### src/common/atx_pkg.sv
/*
  shared constants of the async serial transmitter: register indices,
  field positions, write masks, reset values, baud scaling and bus codes.
  assumes: included first in compile order, used only as atx_pkg::name.
*/
package atx_pkg;
  // register indices on the device register port
  localparam logic [2:0] OFS_TX_STATUS_CONTROL = 3'h0;
  localparam logic [2:0] OFS_RX_STATUS_CONTROL = 3'h1;
  localparam logic [2:0] OFS_BAUD_CONTROL = 3'h2;
  localparam logic [2:0] OFS_BAUD_DIVISOR_LOW = 3'h3;
  localparam logic [2:0] OFS_BAUD_DIVISOR_HIGH = 3'h4;
  localparam logic [2:0] OFS_TRANSMIT_HOLDING = 3'h5;
  localparam logic [2:0] OFS_IRQ_ENABLE = 3'h6;
  localparam logic [2:0] OFS_IRQ_FLAG = 3'h7;
  // transmit_status_control fields
  localparam int TSC_NINE_BIT_TX = 6;
  localparam int TSC_TRANSMIT_ENABLE = 5;
  localparam int TSC_CLOCKED_MODE = 4;
  localparam int TSC_HIGH_SPEED = 2;
  localparam int TSC_SHIFT_EMPTY = 1;
  localparam int TSC_NINTH_BIT = 0;
  // receive_status_control, baud_control and irq fields
  localparam int RSC_SERIAL_PORT_ENABLE = 7;
  localparam int BDC_WIDE_DIVISOR = 3;
  localparam int IRQ_GLOBAL = 7;
  localparam int IRQ_PERIPHERAL = 6;
  localparam int IRQ_TX_EMPTY = 4;
  // writable bits; the rest are status or unimplemented
  localparam logic [7:0] TSC_WR_MASK = 8'hfd;
  localparam logic [7:0] RSC_WR_MASK = 8'hf9;
  localparam logic [7:0] BDC_WR_MASK = 8'h1b;
  localparam logic [7:0] IRQ_WR_MASK = 8'hd0;
  localparam logic [7:0] REG_RESET = 8'h00;
  // bit period = (divisor + 1) << shift system clocks
  localparam logic [2:0] BAUD_SHIFT_X64 = 3'h6;
  localparam logic [2:0] BAUD_SHIFT_X16 = 3'h4;
  localparam logic [2:0] BAUD_SHIFT_X4 = 3'h2;
  // bits after the start bit: data plus one stop
  localparam logic [3:0] FRAME_BITS_8 = 4'h9;
  localparam logic [3:0] FRAME_BITS_9 = 4'ha;
  // host side axi4-lite map
  localparam logic [5:0] HOST_STATUS_OFS = 6'h20;
  localparam logic [3:0] DEV_WINDOW_LAST = 4'h7;
  localparam int HOST_STAT_IRQ = 0;
  localparam logic [1:0] RESP_OKAY = 2'h0;
  localparam logic [1:0] RESP_SLVERR = 2'h2;
endpackage

### src/common/atx_if.sv
/*
  register port between the controller and the transmitter.
  assumes: both ends on the same sys_clk; the bench ties the ends.
*/
`timescale 1ns/100ps
`default_nettype none
interface atx_if;
  logic [2:0] addr; // register index
  logic wr; // one-cycle write strobe
  logic [7:0] wdata; // write data
  logic [7:0] rdata; // read data of addr, combinational
  logic irq; // gated buffer-empty interrupt request
  modport dev (input addr, input wr, input wdata, output rdata, output irq);
  modport host (output addr, output wr, output wdata, input rdata, input irq);
endinterface
`default_nettype wire

### src/core/atx_baud.sv
/*
  bit-period tick generator: one-cycle tick every (divisor+1)<<shift clocks.
  assumes: restart pulses when a frame starts so the first bit is whole.
*/
`timescale 1ns/100ps
`default_nettype none
module atx_baud #(
  parameter int CNT_W = 22
) (
  input wire logic sys_clk, // system clock
  input wire logic rst_n, // async reset, active low
  input wire logic [15:0] divisor, // divisor pair value
  input wire logic [2:0] mult_shift, // log2 of the clock multiplier
  input wire logic restart, // realign the bit period
  output logic tick // one pulse per bit period
);
  typedef struct packed {
    logic [CNT_W-1:0] cnt; // cycles in the current bit
    logic tick; // registered tick
  } atx_baud_state_t;

  atx_baud_state_t q, d;
  logic [CNT_W-1:0] last; // final count of a bit

  // terminal count; the widest product still fits CNT_W
  always_comb begin
    last = CNT_W'((({{(CNT_W-16){1'b0}}, divisor} + CNT_W'(1)) << mult_shift) - CNT_W'(1));
    d = q;
    d.tick = 1'b0;
    if (restart) begin
      // start at one: the registered tick costs a cycle, so the first bit stays whole
      d.cnt = CNT_W'(1);
    end else if (q.cnt >= last) begin
      d.cnt = '0;
      d.tick = 1'b1;
    end else begin
      d.cnt = q.cnt + CNT_W'(1);
    end
  end

  // state register
  always_ff @(posedge sys_clk or negedge rst_n) begin
    if (!rst_n) begin
      q <= '0;
    end else begin
      q <= d;
    end
  end

  assign tick = q.tick;
endmodule
`default_nettype wire

### src/core/atx_dev.sv
/*
  asynchronous serial transmitter: register file, one-deep holding register,
  shift register and frame sequencer driving the transmit pin.
  assumes: register port driven by atx_if host end on the same clock,
  one instruction cycle equals one sys_clk cycle.
*/
`timescale 1ns/100ps
`default_nettype none
module atx_dev (
  input wire logic sys_clk, // system clock, 25 MHz
  input wire logic rst_n, // async reset, active low
  atx_if.dev bus, // register port
  output logic tx_clock_pin, // serial line out
  output logic tx_clock_pin_oe_n // pin output enable, low drives
);
  typedef enum logic {ATX_IDLE, ATX_SEND} atx_tx_state_t;

  typedef struct packed {
    logic [7:0] tsc; // transmit_status_control storage
    logic [7:0] rsc; // receive_status_control storage
    logic [7:0] bdc; // baud_control storage
    logic [7:0] div_lo; // baud_divisor_low
    logic [7:0] div_hi; // baud_divisor_high
    logic [7:0] irq_en; // interrupt enables
    logic [8:0] hold; // tx_holding_reg with ninth bit
    logic hold_full; // a character waits
    logic flag; // tx_buffer_empty_flag
    atx_tx_state_t st; // sequencer state
    logic [9:0] shift; // tx_shift_reg: data then stop
    logic [3:0] left; // bits still to send after current
    logic line; // level on the line
  } atx_dev_state_t;

  atx_dev_state_t q, d;
  logic tick; // one per bit period
  logic restart; // realign the baud counter
  logic run; // transmitter running in async mode
  logic wr_hold; // write into the holding register
  logic [2:0] mult; // baud multiplier shift
  logic [15:0] divisor; // effective divisor

  // masked register update
  function automatic logic [7:0] merge(logic [7:0] old, logic [7:0] val, logic [7:0] m);
    merge = (old & ~m) | (val & m);
  endfunction

  // put a character into the shift register and start its frame
  function automatic atx_dev_state_t load_char(atx_dev_state_t s, logic [8:0] ch);
    atx_dev_state_t r;
    r = s;
    r.st = ATX_SEND;
    r.line = 1'b0;
    if (s.tsc[atx_pkg::TSC_NINE_BIT_TX]) begin
      r.shift = {1'b1, ch};
      r.left = atx_pkg::FRAME_BITS_9;
    end else begin
      r.shift = {2'b11, ch[7:0]};
      r.left = atx_pkg::FRAME_BITS_8;
    end
    return r;
  endfunction

  // baud scaling from the speed bits
  always_comb begin
    if (q.bdc[atx_pkg::BDC_WIDE_DIVISOR]) begin
      divisor = {q.div_hi, q.div_lo};
      mult = q.tsc[atx_pkg::TSC_HIGH_SPEED] ? atx_pkg::BAUD_SHIFT_X4 : atx_pkg::BAUD_SHIFT_X16;
    end else begin
      divisor = {8'h00, q.div_lo};
      mult = q.tsc[atx_pkg::TSC_HIGH_SPEED] ? atx_pkg::BAUD_SHIFT_X16 : atx_pkg::BAUD_SHIFT_X64;
    end
  end

  // bit period generator, restarted on every load
  atx_baud u_baud (
    .sys_clk(sys_clk),
    .rst_n(rst_n),
    .divisor(divisor),
    .mult_shift(mult),
    .restart(restart),
    .tick(tick)
  );

  // next state: register writes, holding register and sequencer
  always_comb begin
    d = q;
    restart = 1'b0;
    // async transmit needs both enables set and clocked mode clear
    run = q.rsc[atx_pkg::RSC_SERIAL_PORT_ENABLE] & q.tsc[atx_pkg::TSC_TRANSMIT_ENABLE]
      & ~q.tsc[atx_pkg::TSC_CLOCKED_MODE];
    wr_hold = bus.wr && (bus.addr == atx_pkg::OFS_TRANSMIT_HOLDING) && run;
    if (bus.wr) begin
      unique case (bus.addr)
        atx_pkg::OFS_TX_STATUS_CONTROL: d.tsc = merge(q.tsc, bus.wdata, atx_pkg::TSC_WR_MASK);
        atx_pkg::OFS_RX_STATUS_CONTROL: d.rsc = merge(q.rsc, bus.wdata, atx_pkg::RSC_WR_MASK);
        atx_pkg::OFS_BAUD_CONTROL: d.bdc = merge(q.bdc, bus.wdata, atx_pkg::BDC_WR_MASK);
        atx_pkg::OFS_BAUD_DIVISOR_LOW: d.div_lo = bus.wdata;
        atx_pkg::OFS_BAUD_DIVISOR_HIGH: d.div_hi = bus.wdata;
        atx_pkg::OFS_IRQ_ENABLE: d.irq_en = merge(q.irq_en, bus.wdata, atx_pkg::IRQ_WR_MASK);
        default: ; // holding handled below; flag register is read only
      endcase
    end
    unique case (q.st)
      ATX_IDLE: begin
        if (wr_hold) begin
          d = load_char(d, {q.tsc[atx_pkg::TSC_NINTH_BIT], bus.wdata});
          restart = 1'b1;
        end
      end
      ATX_SEND: begin
        if (wr_hold) begin
          d.hold = {q.tsc[atx_pkg::TSC_NINTH_BIT], bus.wdata};
          d.hold_full = 1'b1;
        end
        if (tick) begin
          if (q.left == 4'h0) begin
            // stop bit done: take a queued character in this same cycle
            if (q.hold_full) begin
              d = load_char(d, q.hold);
              // a write landing in this same cycle stays queued behind it
              d.hold_full = wr_hold;
              restart = 1'b1;
            end else if (wr_hold) begin
              // a write racing the stop bit goes straight out, never stranded
              d = load_char(d, {q.tsc[atx_pkg::TSC_NINTH_BIT], bus.wdata});
              d.hold_full = 1'b0;
              restart = 1'b1;
            end else begin
              d.st = ATX_IDLE;
              d.line = 1'b1;
            end
          end else begin
            d.line = q.shift[0];
            d.shift = {1'b1, q.shift[9:1]};
            d.left = q.left - 4'h1;
          end
        end
      end
    endcase
    // dropping the port enable flushes everything and idles the line
    if (!q.rsc[atx_pkg::RSC_SERIAL_PORT_ENABLE]) begin
      d.st = ATX_IDLE;
      d.hold_full = 1'b0;
      d.line = 1'b1;
    end
    // flag follows the holding register one cycle late, so a write queued behind a busy frame
    // shows in the flag from the second cycle after it; a write that loads the idle shift register never shows
    d.flag = q.tsc[atx_pkg::TSC_TRANSMIT_ENABLE] & ~q.hold_full;
  end

  // state register
  always_ff @(posedge sys_clk or negedge rst_n) begin
    if (!rst_n) begin
      q <= '{tsc: atx_pkg::REG_RESET, rsc: atx_pkg::REG_RESET, bdc: atx_pkg::REG_RESET,
             div_lo: atx_pkg::REG_RESET, div_hi: atx_pkg::REG_RESET,
             irq_en: atx_pkg::REG_RESET, hold: 9'h000, hold_full: 1'b0, flag: 1'b0,
             st: ATX_IDLE, shift: 10'h3ff, left: 4'h0, line: 1'b1};
    end else begin
      q <= d;
    end
  end

  // read mux; the holding register reads zero
  always_comb begin
    unique case (bus.addr)
      atx_pkg::OFS_TX_STATUS_CONTROL: begin
        bus.rdata = q.tsc;
        bus.rdata[atx_pkg::TSC_SHIFT_EMPTY] = (q.st == ATX_IDLE);
      end
      atx_pkg::OFS_RX_STATUS_CONTROL: bus.rdata = q.rsc;
      atx_pkg::OFS_BAUD_CONTROL: bus.rdata = q.bdc;
      atx_pkg::OFS_BAUD_DIVISOR_LOW: bus.rdata = q.div_lo;
      atx_pkg::OFS_BAUD_DIVISOR_HIGH: bus.rdata = q.div_hi;
      atx_pkg::OFS_IRQ_ENABLE: bus.rdata = q.irq_en;
      atx_pkg::OFS_IRQ_FLAG: begin
        bus.rdata = 8'h00;
        bus.rdata[atx_pkg::IRQ_TX_EMPTY] = q.flag;
      end
      default: bus.rdata = 8'h00;
    endcase
  end

  // request is a pure gate of the flag
  assign bus.irq = q.flag & q.irq_en[atx_pkg::IRQ_TX_EMPTY] & q.irq_en[atx_pkg::IRQ_GLOBAL]
    & q.irq_en[atx_pkg::IRQ_PERIPHERAL];
  // pin is an output whenever the port is enabled, idle mark otherwise
  assign tx_clock_pin = q.line;
  assign tx_clock_pin_oe_n = ~q.rsc[atx_pkg::RSC_SERIAL_PORT_ENABLE];
endmodule
`default_nettype wire

### src/flat_wrapper.sv
// flat-port wrapper written by rule: the top's interface ports become plain ports
module atx_dev_flat 
  (sys_clk, rst_n, tx_clock_pin, tx_clock_pin_oe_n, bus_addr, bus_wr, bus_wdata, bus_rdata, bus_irq);
  atx_if bus_i ();
  input wire logic sys_clk;
  input wire logic rst_n;
  output logic tx_clock_pin;
  output logic tx_clock_pin_oe_n;
  input wire logic [$bits(bus_i.addr)-1:0] bus_addr;
  input wire logic [$bits(bus_i.wr)-1:0] bus_wr;
  input wire logic [$bits(bus_i.wdata)-1:0] bus_wdata;
  output wire logic [$bits(bus_i.rdata)-1:0] bus_rdata;
  output wire logic [$bits(bus_i.irq)-1:0] bus_irq;
  assign bus_i.addr = bus_addr;
  assign bus_i.wr = bus_wr;
  assign bus_i.wdata = bus_wdata;
  assign bus_rdata = bus_i.rdata;
  assign bus_irq = bus_i.irq;
  atx_dev u_core (.sys_clk(sys_clk), .rst_n(rst_n), .bus(bus_i), .tx_clock_pin(tx_clock_pin), .tx_clock_pin_oe_n(tx_clock_pin_oe_n));
endmodule
### config.mk
export PLATFORM = sky130hd
export DESIGN_NAME = atx_dev_flat
export DESIGN_NICKNAME = d
export VERILOG_FILES = /design/src/common/atx_pkg.sv /design/src/common/atx_if.sv /design/src/core/atx_baud.sv /design/src/core/atx_dev.sv /design/src/flat_wrapper.sv
export SDC_FILE = /design/constraint.sdc
export NUM_CORES = 1
export LEC_CHECK = 0
export BUFFER_PORTS_ARGS = -buffer_cell sky130_fd_sc_hd__buf_2
export CELL_PAD_IN_SITES_DETAIL_PLACEMENT = 1
export CELL_PAD_IN_SITES_GLOBAL_PLACEMENT = 1
export CORE_MARGIN = 1.5
export CORE_UTILIZATION = 35
export CTS_BUF_LIST = sky130_fd_sc_hd__clkbuf_16
export CTS_CLUSTER_SIZE = 24
export DETAILED_ROUTE_END_ITERATION = 6
export GPL_TIMING_DRIVEN = 1
export HOLD_SLACK_MARGIN = 0.06
export PLACE_DENSITY_LB_ADDON = 0.1
export SLEW_MARGIN = 30
export SYNTH_ARGS = -nofsm -noshare
export SYNTH_HDL_FRONTEND = slang
export SYNTH_SLANG_ARGS = --single-unit
### constraint.sdc
create_clock -name sys_clk -period 4.9 [get_ports sys_clk]
set_input_delay 0.735 -clock sys_clk [delete_from_list [all_inputs] [get_ports sys_clk]]
set_output_delay 0.735 -clock sys_clk [all_outputs]
set_load 0.005 [all_outputs]
==> flow_summary.yaml <==
setup_path:
  cp_max_fo: 43
  end_kind: "flop"
  cp_num_cells: 18
  crit_chain: "ha_1 -> buf_12 -> a21boi_0 -> or4_1 -> and4_1 -> a221o_1 -> or3b_4 -> nor4_4 -> xnor2_1 -> ha_1 -> a21o_1 -> a21o_1 -> a21oi_1 -> o21ai_1 -> a211oi_2 -> o21ai_1 -> buf_4 -> nor2_1"
  path_class: "reg -> reg"
  rr_worst_depth: 18
  cp-start-kind: "flop"
  crit_family: "simple AND/OR/NAND/NOR gates"
  crit_slowest_cell: "or3b_4"
  critPathRequiredTime_ns: 5.17
  critPathMaxStageDelay_ns: 0.47
  critPathArrivalTime_ns: 4.86
  critPathBufInv: 2
floorplan:
  rows: 48
  start_util_pct: 36.2
  die_h_um: 137
  boundaryPins: 25
  coreArea_mm2: 0.0174
  dieArea_mm2: 0.0188
  die_width_um: 137
synthesis:
  yosysWarnings: 0
  synth_top_family_by_area: "simple AND/OR/NAND/NOR gates"
  yosys.area.top_type: "dfrtp_1"
  synthArstFlopShare_pct: 100
  syn_area_per_cell_um2: 8.95
  synth_cells: 704
  synth.area.top_cells: "dfrtp_1 30%, mux2_2 7.9%, ha_1 5.6%"
  synthSimpleGateAreaFrac_pct: 20.6
  synth_compound_area_share_pct: 15.4
  yosys.area_share.adder_pct: 5.56
  synthFlopType: "dfrtp_1"
  synth-xor-area-share_pct: 6.95
  yosysSeqAreaShare_pct: 34.4
  syn_area_mm2: 0.00630
  synth-seq-cells: 86
  synthMuxAreaShare_pct: 12.7
  synth_most_common_cell: "dfrtp_1"
  synth_edf_count: 0
  synth.net_count: 746
  synthDistinctLibCells: 64
  synth_common_cells: "75 x dfrtp_1, 73 x nor2_1, 67 x nand2_1, 44 x mux2_2, 40 x o21ai_0"
  netlist.area_leader.share_pct: 29.8
timing:
  fin_crit_ns: 4.58
  fin_skew_ns: 0.00413
  hold_ws_ns: 0.446
  max_slew_margin_pct: 43.6
  fmax_mhz: 218
  finalCritPeriodShare_pct: 93.6
  tightest_slew_ns: 0.847
  slew_viol_final: 0
  setup_violations: 0
  final-hold-violation-count: 0
cts:
  insertion_delay_ns: 0.35
  cts_tree: "built"
  cts-htree-levels: 3
  cts_root_buffer: "clkbuf_16"
  cts_hold_buffers: 0
  clkTransAtPathRegs_ns: 0.07
  clk_path_buf_depth: 2
  numCtsBuffers: 9
  numClockSinks: 86
global_routing:
  antenna_found_initial: 0
  grt.total_usage_pct: 21.3
  grt.overflow.total: 0
  grt_max_degree: 63
  grt_pass1_vias: 5674
  grt_pass1_wl_um: 30600
cells_and_area:
  diodes: 0
  areaGrowthSynthToFinish_pct: 11.3
  fill_cells: 2004
  ff_latch_area_mm2: 0.00217
  multi_input_area_mm2: 0.00391
  nNetsFinal: 758
  finalNonFillerCells: 946
  fin_util_pct: 40.3
  drive_gt1_share_pct: 19.0
routing:
  drc: 0
  drtPass1Iterations: 4
  drt_iter0_drc: 206
  final_antenna_net_count: 0
  via_per_inst: 5.72
  wl_per_cell_um: 20.0
  vias: 5415
  wl_um: 18900
placed_design:
  place_congestion: 0.856
  dpl.cell_count: 928
  hpwl_um: 14000
  port_buffers: 24
hold_path:
  hold_path_class: "in -> async"
status:
  outcome: "completed"
power:
  leakage_nw: 2.91
  vdd_ir_drop_max_mv: 0.171
  power.density_mw_per_mm2: 421
flow_run:
  maxCapViolCount: 0
-- repair_timing --
| item | in CTS | in global routing |
|---|---|---|
| setup endpoints to repair | 0 | 23 |
| hold endpoints to repair | 0 | 0 |
| resized for setup | 0 | 11 |
| buffers inserted | 0 | 2 |
-- placed cells by master, fill, tap and decap left out, types with 6 or more instances in the layout --
cell and n:
ha_1 28, nor4_1 7, inv_1 20, nor2_1 72, buf_4 24, dfstp_2 11, a22oi_1 7, a21o_1 8
nand2b_1 8, xor2_1 25, nand2_1 66, nand4_1 15, a31oi_1 6, a211oi_1 10, and4_1 8, a21oi_1 28
clkbuf_16 9, dfrtp_1 75, buf_2 23, xnor2_1 25, nor3_1 8, mux2_2 44, o21ai_0 38, nand3_1 24
nor2b_1 7, and3_1 10, mux2i_1 24
-- cells by family after synthesis --
logic type               count (synthesis)
AND/OR/NAND/NOR                        255
AO/OA/AOI/OAI                          148
flip-flops                              86
multiplexers                            71
buffers and inverters                   66
XOR/XNOR                                50
adder cells (fa/ha/maj)                 28
-- registers in the layout, indices dropped and copies added (netlist names) --
register,count
u_core.q,62
u_core.tx_clock_pin,1
u_core.u_baud.q,22
u_core.u_baud.tick,1
-- path summary, 6_finish.rpt --
path	start	to	slack, ns
setup / recovery	u_core.q[69]	u_core.u_baud.q[21]	0.32
hold / removal	rst_n	u_core.u_baud.q[16]	0.45
setup reg to reg	u_core.q[69]	u_core.u_baud.q[21]	0.32
hold reg to reg	u_core.q[9]	u_core.q[9]	0.48
max in group asynchronous	rst_n	u_core.q[36]	3.53
min in group sys_clk	u_core.q[9]	u_core.q[9]	0.48
-- layout make-up --
type / count / share of cell area, %
clock buffers: 9 / 3.21
clock inverters: 7 / 0.607
inverters: 19 / 1.07
multi-input cells: 552 / 55.7
flip-flops and latches: 86 / 30.9
well taps: 225 / 4.01
repair buffers: 48 / 4.50
-- power by group --
group          switching [mW]  leakage (nW)  total, mW  internal (mW)
Sequential              0.143          1.07      0.967          0.825
Combinational           0.797          1.70       1.35          0.550
Clock                   0.299         0.140      0.640          0.341
Total                    1.24          2.91       2.95           1.72
-- metal layers --
metal | vias up | wire [um] | share of wire (%) | GRT usage, %
met2 | 76 | 9630 | 51 | 38.0
met4 | 0 | 196 | 1.0 | 4.74
met3 | 17 | 601 | 3.2 | 3.72
li1 | 2579 | - | - | -
met1 | 2743 | 8510 | 45 | 26.8
met5 | - | 0 | 0 | 0
-- per-stage QoR --
step	setup TNS (ns)	power [mW]	area, um2	setup slack, ns
after global placement	0	2.23	6680	0.215
after floorplan	0	1.88	6300	0.541
after CTS	0	2.95	6950	0.0188
after global routing	-0.00752	3.19	7010	-0.00752
final	0	2.95	7010	0.315
after detailed placement	0	2.29	6690	0.0412
Note: power is estimated with default switching activity, not from simulation.
